`config.mk`:
```
export PLATFORM = sky130hd
export DESIGN_NAME = ssr_status_hier
export DESIGN_NICKNAME = d
export VERILOG_FILES = /design/src/rtl/ssr_pkg.sv /design/src/rtl/ssr_status_hier.sv
export SDC_FILE = /design/constraint.sdc
export NUM_CORES = 1
export LEC_CHECK = 0
export BUFFER_PORTS_ARGS = -buffer_cell sky130_fd_sc_hd__buf_4
export CORE_MARGIN = 5
export CORE_UTILIZATION = 50
export DETAILED_ROUTE_END_ITERATION = 10
export GPL_TIMING_DRIVEN = 0
export PLACE_DENSITY = 0.68
export RECOVER_POWER = 25
export SYNTH_ARGS = -nofsm -noshare
export SYNTH_HDL_FRONTEND = slang
export SYNTH_SLANG_ARGS = --single-unit
```
`constraint.sdc`:
```
create_clock -name clk_in -period 5.2 [get_ports clk_in]
set_input_delay 0.78 -clock clk_in [delete_from_list [all_inputs] [get_ports clk_in]]
set_output_delay 0.78 -clock clk_in [all_outputs]
set_load 0.02 [all_outputs]
```
`src/rtl/ssr_pkg.sv`:
```
// Purpose: shared constants and carriers for the status reporting block
// Assumes: one instrument clock, registers reached through a local port
// Notes: part and register selectors are small codes on the access port
package ssr_pkg;
	localparam int SSR_W = 16; // width of every register part
	localparam int SSR_MSB = 15; // top bit, always reads zero
	localparam int SSR_CASCADE_BIT = 0; // lower register summary lands here
	localparam int SSR_NREG = 4; // lower registers in the hierarchy
	// status byte bit positions
	localparam int SSR_SB_DEV = 1;
	localparam int SSR_SB_ERRQ = 2;
	localparam int SSR_SB_QUES = 3;
	localparam int SSR_SB_MSG = 4;
	localparam int SSR_SB_STD = 5;
	localparam int SSR_SB_MSS = 6;
	localparam int SSR_SB_OPER = 7;
	// reset values
	localparam logic [15:0] SSR_RISE_RST = 16'h7FFF;
	localparam logic [15:0] SSR_FALL_RST = 16'h0000;
	localparam logic [15:0] SSR_MASK_RST = 16'h0000;
	localparam logic [7:0] SSR_REQ_MASK_RST = 8'h00;
	localparam logic [7:0] SSR_STD_MASK_RST = 8'h00;
	// register selectors on the access port
	localparam logic [2:0] SSR_REG_DEV = 3'h0;
	localparam logic [2:0] SSR_REG_QUES = 3'h1;
	localparam logic [2:0] SSR_REG_OPER = 3'h2;
	localparam logic [2:0] SSR_REG_QEXT = 3'h3;
	localparam logic [2:0] SSR_REG_TOP = 3'h4;
	localparam logic [2:0] SSR_REG_STD = 3'h5;

	// part selectors
	typedef enum logic [2:0] {
		SSR_PART_COND = 3'b000,
		SSR_PART_RISE = 3'b001,
		SSR_PART_FALL = 3'b010,
		SSR_PART_EVENT = 3'b011,
		SSR_PART_MASK = 3'b100
	} ssr_part_e;

	// one register access request
	typedef struct packed {
		logic rd; // read strobe
		logic wr; // write strobe
		logic [2:0] sel; // register selector
		ssr_part_e part; // part selector
		logic [15:0] wdata; // write data
	} ssr_req_s;
endpackage

```
`src/rtl/ssr_status_hier.sv`:
```
// Purpose: status register hierarchy with summary byte and service request
// Assumes: inputs synchronous to clk_in; one access per cycle at most
// Notes: read data and service request are registered outputs
`timescale 1ns/100ps

// Behaviour
// - five 16-bit parts, shared bit numbering
// - bit 15 of every part reads zero
// - condition part follows live inputs continuously
// - condition read-only, no clear, read harmless
// - rising edge sets event if rise filter
// - falling edge sets event if fall filter
// - filters read and write freely
// - event bits latch until next read
// - event read-only, read clears it
// - sum is OR of event AND mask
// - enable mask freely read and written
// - sums route into higher condition bits
// - bit 6 when any enabled bit set
// - request mask enables summary byte bits
// - service request on bit 6 rising
// - controller reads byte, writes request mask
// - bit 1 is device register summary
// - bit 2 while error queue non-empty
// - bit 3 is questionable register summary
// - bit 4 while output message waiting
// - bit 5 is enabled standard event summary
// - bit 7 is operation register summary
// - questionable bit 0 carries extension summary
module ssr_status_hier (
	input wire logic clk_in,
	input wire logic rst_n_in,
	input wire logic ce_in,
	input wire ssr_pkg::ssr_req_s req_in,
	input wire logic [15:0] dev_cond_in,
	input wire logic [15:0] ques_cond_in,
	input wire logic [15:0] oper_cond_in,
	input wire logic [15:0] qext_cond_in,
	input wire logic [7:0] std_event_set_in,
	input wire logic error_queue_busy_in,
	input wire logic output_message_waiting_in,
	output logic [15:0] rdata_out,
	output logic rvalid_out,
	output logic srq_out
);
	import ssr_pkg::*;

	logic [SSR_W-1:0] cond_live [SSR_NREG]; // live condition per register
	logic [SSR_W-1:0] cond_prev [SSR_NREG]; // last sampled condition
	logic [SSR_W-1:0] rise_filter [SSR_NREG];
	logic [SSR_W-1:0] fall_filter [SSR_NREG];
	logic [SSR_W-1:0] latched_events [SSR_NREG];
	logic [SSR_W-1:0] event_mask [SSR_NREG];
	logic [SSR_NREG-1:0] sum_bit; // per-register summary
	logic [7:0] std_event_register; // standard events, cleared on read
	logic [7:0] std_event_mask;
	logic [7:0] request_mask;
	logic [7:0] top_summary_byte; // live status byte
	logic std_event_summary;
	logic master_summary;
	logic mss_prev; // last master summary for edge detection
	logic [15:0] next_rdata;
	logic [SSR_NREG-1:0] ev_read; // event part read this cycle
	logic [SSR_NREG-1:0] wr_sel; // register hit by a write
	logic [SSR_NREG-1:0] rd_sel;

	// condition parts: level inputs with the lower summary spliced in;
	// the extension register cascades into questionable bit 0
	always_comb begin
		cond_live[0] = {1'b0, dev_cond_in[14:0]};
		cond_live[1] = {1'b0, ques_cond_in[14:1], sum_bit[3]};
		cond_live[2] = {1'b0, oper_cond_in[14:0]};
		cond_live[3] = {1'b0, qext_cond_in[14:0]};
	end

	// decode which register a request targets
	always_comb begin
		for (int i = 0; i < SSR_NREG; i++) begin
			wr_sel[i] = ce_in && req_in.wr && (req_in.sel == 3'(i));
			rd_sel[i] = ce_in && req_in.rd && (req_in.sel == 3'(i));
			ev_read[i] = rd_sel[i] && (req_in.part == SSR_PART_EVENT);
		end
	end

	// sum bits; bit 15 never contributes since its event stays zero
	always_comb begin
		for (int i = 0; i < SSR_NREG; i++) begin
			sum_bit[i] = |(latched_events[i] & event_mask[i]);
		end
	end

	// edge memory of each condition part
	always_ff @(posedge clk_in or negedge rst_n_in) begin
		if (!rst_n_in) begin
			for (int i = 0; i < SSR_NREG; i++) cond_prev[i] <= 16'h0000;
		end else if (ce_in) begin
			for (int i = 0; i < SSR_NREG; i++) cond_prev[i] <= cond_live[i];
		end
	end

	// event latches: filtered edges set, a read clears, the set wins
	always_ff @(posedge clk_in or negedge rst_n_in) begin
		if (!rst_n_in) begin
			for (int i = 0; i < SSR_NREG; i++) latched_events[i] <= 16'h0000;
		end else if (ce_in) begin
			for (int i = 0; i < SSR_NREG; i++) begin
				latched_events[i] <= ((ev_read[i] ? 16'h0000
					: latched_events[i])
					| (cond_live[i] & ~cond_prev[i] & rise_filter[i])
					| (~cond_live[i] & cond_prev[i] & fall_filter[i]))
					& 16'h7FFF;
			end
		end
	end

	// filter and mask parts; condition and event writes are dropped
	always_ff @(posedge clk_in or negedge rst_n_in) begin
		if (!rst_n_in) begin
			for (int i = 0; i < SSR_NREG; i++) begin
				rise_filter[i] <= SSR_RISE_RST;
				fall_filter[i] <= SSR_FALL_RST;
				event_mask[i] <= SSR_MASK_RST;
			end
		end else begin
			for (int i = 0; i < SSR_NREG; i++) begin
				if (wr_sel[i]) begin
					case (req_in.part)
						SSR_PART_RISE: rise_filter[i] <= {1'b0, req_in.wdata[14:0]};
						SSR_PART_FALL: fall_filter[i] <= {1'b0, req_in.wdata[14:0]};
						SSR_PART_MASK: event_mask[i] <= {1'b0, req_in.wdata[14:0]};
						default: begin
							// condition and event parts ignore writes
						end
					endcase
				end
			end
		end
	end

	// standard event register and its mask
	always_ff @(posedge clk_in or negedge rst_n_in) begin
		if (!rst_n_in) begin
			std_event_register <= 8'h00;
			std_event_mask <= SSR_STD_MASK_RST;
		end else if (ce_in) begin
			std_event_register <= ((req_in.rd && req_in.sel == SSR_REG_STD
				&& req_in.part == SSR_PART_EVENT) ? 8'h00 : std_event_register)
				| std_event_set_in; // set beats the read-clear
			if (req_in.wr && req_in.sel == SSR_REG_STD
				&& req_in.part == SSR_PART_MASK)
				std_event_mask <= req_in.wdata[7:0];
		end
	end

	assign std_event_summary = |(std_event_register & std_event_mask);

	// request mask; bit 6 is held zero as it cannot enable itself
	always_ff @(posedge clk_in or negedge rst_n_in) begin
		if (!rst_n_in) begin
			request_mask <= SSR_REQ_MASK_RST;
		end else if (ce_in && req_in.wr && req_in.sel == SSR_REG_TOP
			&& req_in.part == SSR_PART_MASK) begin
			request_mask <= req_in.wdata[7:0] & 8'hBF;
		end
	end

	// status byte assembled from the summaries of the lower levels
	always_comb begin
		top_summary_byte = 8'h00;
		top_summary_byte[SSR_SB_DEV] = sum_bit[0];
		top_summary_byte[SSR_SB_ERRQ] = error_queue_busy_in;
		top_summary_byte[SSR_SB_QUES] = sum_bit[1];
		top_summary_byte[SSR_SB_MSG] = output_message_waiting_in;
		top_summary_byte[SSR_SB_STD] = std_event_summary;
		top_summary_byte[SSR_SB_OPER] = sum_bit[2];
		master_summary = |(top_summary_byte & request_mask);
		top_summary_byte[SSR_SB_MSS] = master_summary;
	end

	// service request: one-cycle pulse on master summary rising;
	// the error bit follows the queue busy level, so an entry added to
	// a non-empty queue raises no further request
	always_ff @(posedge clk_in or negedge rst_n_in) begin
		if (!rst_n_in) begin
			mss_prev <= 1'b0;
			srq_out <= 1'b0;
		end else if (ce_in) begin
			mss_prev <= master_summary;
			srq_out <= master_summary && !mss_prev;
		end
	end

	// read mux; reading never disturbs condition, filters or masks
	always_comb begin
		next_rdata = 16'h0000;
		if (req_in.sel == SSR_REG_TOP) begin
			if (req_in.part == SSR_PART_MASK)
				next_rdata = {8'h00, request_mask};
			else
				next_rdata = {8'h00, top_summary_byte};
		end else if (req_in.sel == SSR_REG_STD) begin
			if (req_in.part == SSR_PART_MASK)
				next_rdata = {8'h00, std_event_mask};
			else
				next_rdata = {8'h00, std_event_register};
		end else begin
			for (int i = 0; i < SSR_NREG; i++) begin
				if (req_in.sel == 3'(i)) begin
					case (req_in.part)
						SSR_PART_COND: next_rdata = cond_live[i];
						SSR_PART_RISE: next_rdata = rise_filter[i];
						SSR_PART_FALL: next_rdata = fall_filter[i];
						SSR_PART_EVENT: next_rdata = latched_events[i];
						SSR_PART_MASK: next_rdata = event_mask[i];
						default: next_rdata = 16'h0000;
					endcase
				end
			end
		end
	end

	// registered read answer, one cycle after the strobe
	always_ff @(posedge clk_in or negedge rst_n_in) begin
		if (!rst_n_in) begin
			rdata_out <= 16'h0000;
			rvalid_out <= 1'b0;
		end else if (ce_in) begin
			rvalid_out <= req_in.rd;
			if (req_in.rd)
				rdata_out <= next_rdata & 16'h7FFF;
		end
	end
endmodule

```
## Word level (Yosys, flattened, before mapping)

Cells that the tools add are included.
Widths: inputs -> output; s select.

- Memory bits (writable): 0
- Memories: 0
- Output and inout bits: 18
- Bits of input ports: 101
- Memory bits (read-only): 0
- Logic and storage cells: 136
- Bits in latches: 0
- Flip-flop bits (word level): 341

- Muxes and demuxes: 17
- Shift operators: 0
- $add $sub $neg: 0
- Magnitude comparators: 0
- Divide/modulo/power cells: 0
- Reductions and logical operators: 44
- Equality and inequality tests: 9
- Multipliers: 0
- Bitwise logic cells: 39

Operator list:

| kind | count |
|---|---|
| $and 15x15->15 | 20 |
| $pmux 15 s5 | 4 |
| $mux 15 | 10 |
| $not 15->15 | 8 |
| $or 15x15->15 | 8 |
| $reduce_or 16->1 | 4 |
| $reduce_and 2->1 | 14 |
| $mux 8 | 3 |
| $logic_and 1x1->1 | 21 |
| $and 8x8->8 | 2 |
| $reduce_or 8->1 | 2 |
| $eq 3x2->1 const B | 4 |
| $eq 3x3->1 const B | 3 |
| $or 8x8->8 | 1 |
| $eq 3x1->1 const B | 2 |
| $logic_not 3->1 | 2 |
| $logic_not 1->1 | 1 |

## Logic depth before layout (Yosys ltp)

- Word-level depth: 8
- Mapped depth: 10

## Least setup slack after synthesis

Ideal clock, no wire load.

- Path type: input -> register
- From: in req_in[18] (netlist name)
- To: reg fall_filter[36] (netlist name)
- Slack: 2,731 ps
- Path buffers: 3
- Stages on the path: 8
- Arrival: 2,344 ps
- Path through: buf_2 -> nand2b_1 -> buf_4 -> nor2_4 -> nand3_4 -> nor3_4 -> buf_4 -> mux2_2

- Cells in the longest elaborated chain, start to end: 2

Ends and longest elaborated chain:

| what | RTL line | text |
|---|---|---|
| start: declaration | ssr_status_hier.sv:34 | `input wire ssr_pkg::ssr_req_s req_in,` |
| $eq 3x2->1 | ssr_status_hier.sv:127 | `case (req_in.part)` |
| $reduce_and 2->1 (no source line) | - |  |
| end signal: indexed assignment | ssr_status_hier.sv:129 | `SSR_PART_FALL: fall_filter[i] <= {1'b0, req_in.wdata[14:0]};` |
| end: declaration | ssr_status_hier.sv:51 | `logic [SSR_W-1:0] fall_filter [SSR_NREG];` |

Every way passes these cells.
A chain may end at the register's enable or synchronous reset.

## Worst setup path after layout

- From: in req_in[17] (netlist name)
- To: reg rdata_out[11]

- Cells in the longest elaborated chain, start to end: 8
- Elaborated cells between the ends (all ways): 15

Ends and longest elaborated chain:

| what | RTL line | text |
|---|---|---|
| $eq 3x3->1, or another cell as far along | ssr_status_hier.sv:209 | `case (req_in.part)` |
| $pmux 15 s5 | ssr_status_hier.sv:209 |  |
| $mux 15 (3 in series) | ssr_status_hier.sv:208 | `if (req_in.sel == 3'(i)) begin` |
| $mux 15 * | ssr_status_hier.sv:208 |  |
| $mux 15 * | ssr_status_hier.sv:201 | `end else if (req_in.sel == SSR_REG_STD) begin` |
| $mux 15 * | ssr_status_hier.sv:196 | `if (req_in.sel == SSR_REG_TOP) begin` |
| end signal: assignment | ssr_status_hier.sv:230 | `rdata_out <= next_rdata & 16'h7FFF;` |
| end: declaration | ssr_status_hier.sv:42 | `output logic [15:0] rdata_out,` |

Mark *: on every way between the ends. The rest lies on a longest branch, timed or not.

==> metrics.md <==
| Metric | Value |
|---|---|
| Status | complete, but fails checks |
| Failing checks | capacitance limit, slew limit |
| Post-synthesis net count | between 1,500 and 2,000 |
| Post-CTS Setup Repair Bufs | 0 |
| Reg-to-Reg End | rdata_out[6] |
| NetSw | about 2.2 mW |
| Inserted Clock Buffers | 39 |
| Syn Inst Count | roughly 1,400 |
| Gp weighted congestion | just over 1 |
| R2r startpoint | latched_events[60] |
| Tightest Pin Transition | roughly 3000 ps |
| P_int | 5.26 mW |
| Clk_lat worst skew | ~550 ps |
| Largest net degree at the start of global routing | 120 |
| Antenna violations before repair | 1 |
| Sequential area share after synthesis | 0.504 |
| Tmin final | 3410 ps |
| PwrDens | 377 mW/mm^2 |
| M2 GR Usage | 0.505 |
| Yosys cell types | 70 |
| #FFs+latches synth | 341 |
| Final Core Density | 0.589 |
| CP Max Fanout | 10 |
| DR WL/cell | around 32 um |
| Area after DPL | around 0.019 sq mm |
| Drt first pass iters | 6 |
| Maximum clock frequency | just under 300 MHz |
| CP Capture Point | rdata_out[11] |
| Gr ovfl total | 0 |
| Sink Count | roughly 340 |
| Setup violators final | 0 |
| Net Sw Frac | 0.295 |
| Critical path launch point | req_in[17] |
| Top Ports | between 100 and 150 |
| Post-route setup TNS | 0 ps |
| Die X | 195 um |
| Met3 Use GR | 0.0817 |
| Maxcap violations | 1 |
| Main synth FF type | dfrtp_1 |
| Required @ worst endpoint | approximately 5600 ps |
| Global-route wire length before repair | around 95,000 um |
| Core Area | 0.0336 sq mm |
| Gr usage total | 0.339 |
| Worst hold path type | in -> reg |
| RSZ-0062 raised after global routing | no |
| Synth-to-layout area growth | 15.9% |
| Final wirelength | roughly 66,000 um |
| Fin. max-slew vios | slightly below 50 |
| Avg Cell Area, Syn | 11.9 sq um |
| Final Worst Setup Slack | between 1500 and 2000 ps |
| Vias per cell | ~6.8 |
| Busiest grt layer | met2 |
| Port bufs | 108 |
| Async set or reset register ratio after synthesis | 1.00 |
| Vias in the first global route | 13,800 |
| Die area | ~0.038 sq mm |
| Type of origin of the critical path | primary input |
| Clk pwr share | 0.365 |
| Comb power frac | 0.167 |
| Crit share post-route | 0.656 |
| Largest area contributor in the netlist | dfrtp_1 |
| DPL Wire Length | about 47,000 um |
| Clock transition at the registers of the reported paths | about 60 ps |
| Critical path class | in -> reg |
| H-Tree Depth | 2 |
| Pleak | 8.56 nW |
| Final Skew | between 20 and 25 ps |
| TritonCTS clock tree | done |
| # DRC | 0 |
| Max rail drop VDD | 293 uV |
| Reg-to-reg setup timing slack | about 2600 ps |
| PostCTS Resize Cnt | 0 |
| CTS Hold Bufs | 0 |
| Inserted Diodes | 0 |
| Antenna-violating nets left | 0 |
| DR vias | around 14,000 |
| GR Layer Usage met1 | 0.472 |
| CP arrival | approximately 3800 ps |
| R2R cell count | 6 |
| Crit. End Element | flop |
| Fraction of layout cells with a size suffix above 1 | 0.357 |
| Fin area | 0.0198 sq mm |
| FP Rows | 67 |
| CTS Buffer Depth | 3 |
| Nets@finish | 1,691 |
| Relative slew slack | -0.954 |
| Ys Warns | 0 |
| Height of the die | around 200 um |
| Top post-synthesis cells by area | dfrtp_1 41%, mux2_2 18%, dfstp_2 9.2% |
| Endpoints failing hold | 0 |
| Post-synth EDFFs | 0 |
| Reg power frac | 0.468 |
| DRT iter0 DRCs | 1,967 |
| Initial Utilization | 0.508 |
| DP Worst Slack | 1450 ps |
| Root buffer cell | clkbuf_16 |
| Yosys top cell area share | 0.411 |
| Syn Std Cell Area | between 0.015 and 0.02 sq mm |
## through the flow
step / hold slack (ps) / instances / power (mW)
6_report: 470 / 2069 / 7.46
5_1_grt: 468 / 2069 / 7.69
4_1_cts: 158 / 2069 / 7.43
3_5_place_dp: 496 / 1997 / 4.73
3_3_place_gp: 491 / 1994 / 4.67
2_1_floorplan: 475 / 1438 / 4.09
## worst min path at each step
| stage | from | end | depth (start not counted) |
|---|---|---|---|
| 2_1_floorplan | rst_n_in | cond_prev[0] | 0 |
| 3_3_place_gp | mss_prev | mss_prev | 1 |
| 3_5_place_dp | mss_prev | mss_prev | 1 |
| 4_1_cts | rst_n_in | cond_prev[50] | 1 |
| 5_1_grt | std_event_set_in[7] | std_event_register[7] | 2 |
| 6_report | std_event_set_in[1] | std_event_register[1] | 2 |
## power groups by stage
stage | clock network (mW) | logic, mW | registers, mW
after CTS | 2.74 | 1.22 | 3.47
after floorplan | 0 | 0.736 | 3.36
after global routing | 2.86 | 1.32 | 3.52
final | 2.72 | 1.24 | 3.49
after detailed placement | 0 | 1.22 | 3.51
after global placement | 0 | 1.18 | 3.50
## metal layers
metal	vias to the layer above	wire [um]	part of all wire
met5	-	13	0.00020
met4	2	3730	0.056
met3	192	7140	0.11
met2	871	28800	0.44
met1	7182	26400	0.40
li1	5765	-	-
## kinds of logic after synthesis
| group | count (synthesis) | synth area share |
|---|---|---|
| other | 1 | 0.000219 |
| AND/OR/NAND/NOR | 273 | 0.0874 |
| multiplexers | 342 | 0.224 |
| AO/OA/AOI/OAI | 374 | 0.153 |
| buffers and inverters | 107 | 0.0311 |
| flip-flops | 341 | 0.504 |
## area by class of cell
cell class,count,area (sq um)
tap,448,561
fill,2799,13800
clock inverter,8,55.1
buffer,101,509
sequential,341,8610
clock buffer,64,1210
inverter,6,22.5
multi-input combinational,990,7950
timing repair buffer,111,890
## cells in the mapped netlist (44+ instances only)
library cell and instances:
a22oi_1 59, clkbuf_1 44, a22o_1 74, dfrtp_1 281, dfstp_2 60, nor2_1 46, nand3b_1 59, nand2_1 93
mux2_2 267, o21ai_0 92, mux2i_1 60, a21oi_1 52
## state kept, by name (all words and copies together) (netlist names)
register and cells:
std_event_mask 8, srq_out 1, std_event_register 8, mss_prev 1, request_mask 7, fall_filter 60, cond_prev 60, rise_filter 60
event_mask 60, rvalid_out 1, latched_events 60, rdata_out 15
## worst max-delay path, cell delays in order
cell and delay, ps:
buf_2 220, buf_4 290, buf_2 430, buf_2 490, clkbuf_1 830, o221ai_1 380, o2111ai_1 270, o21ai_0 120
## placed cells by master (no fill, tap or decap), types with 5 or more instances in the layout
| master | Yosys | final |
|---|---|---|
| nand2_1 | 93 | 93 |
| mux4_2 | 5 | 5 |
| a22oi_1 | 59 | 59 |
| nand4_1 | 8 | 8 |
| clkbuf_8 | 0 | 12 |
| o22ai_1 | 5 | 5 |
| clkbuf_16 | 0 | 40 |
| o211ai_1 | 10 | 10 |
| dfrtp_1 | 281 | 281 |
| o31ai_1 | 5 | 5 |
| a211oi_1 | 6 | 6 |
| nor3_1 | 7 | 7 |
| a221oi_1 | 16 | 16 |
| buf_2 | 35 | 35 |
| mux2_2 | 267 | 267 |
| o21ai_0 | 92 | 92 |
| clkinv_2 | 0 | 6 |
| a22o_1 | 74 | 74 |
| nor2_2 | 6 | 6 |
| a222oi_1 | 5 | 5 |
| clkbuf_1 | 44 | 57 |
| nor2_1 | 46 | 46 |
| nand3_1 | 12 | 12 |
| a31oi_1 | 7 | 7 |
| and3_1 | 7 | 7 |
| mux2i_1 | 60 | 60 |
| inv_1 | 5 | 5 |
| nand2b_1 | 5 | 5 |
| nor2b_1 | 8 | 8 |
| dfstp_2 | 60 | 60 |
| o221ai_1 | 15 | 15 |
| buf_4 | 17 | 124 |
| nand3b_1 | 59 | 59 |
| mux2_1 | 10 | 10 |
| a21oi_1 | 52 | 52 |
Note: power is estimated with default switching activity, not from simulation.
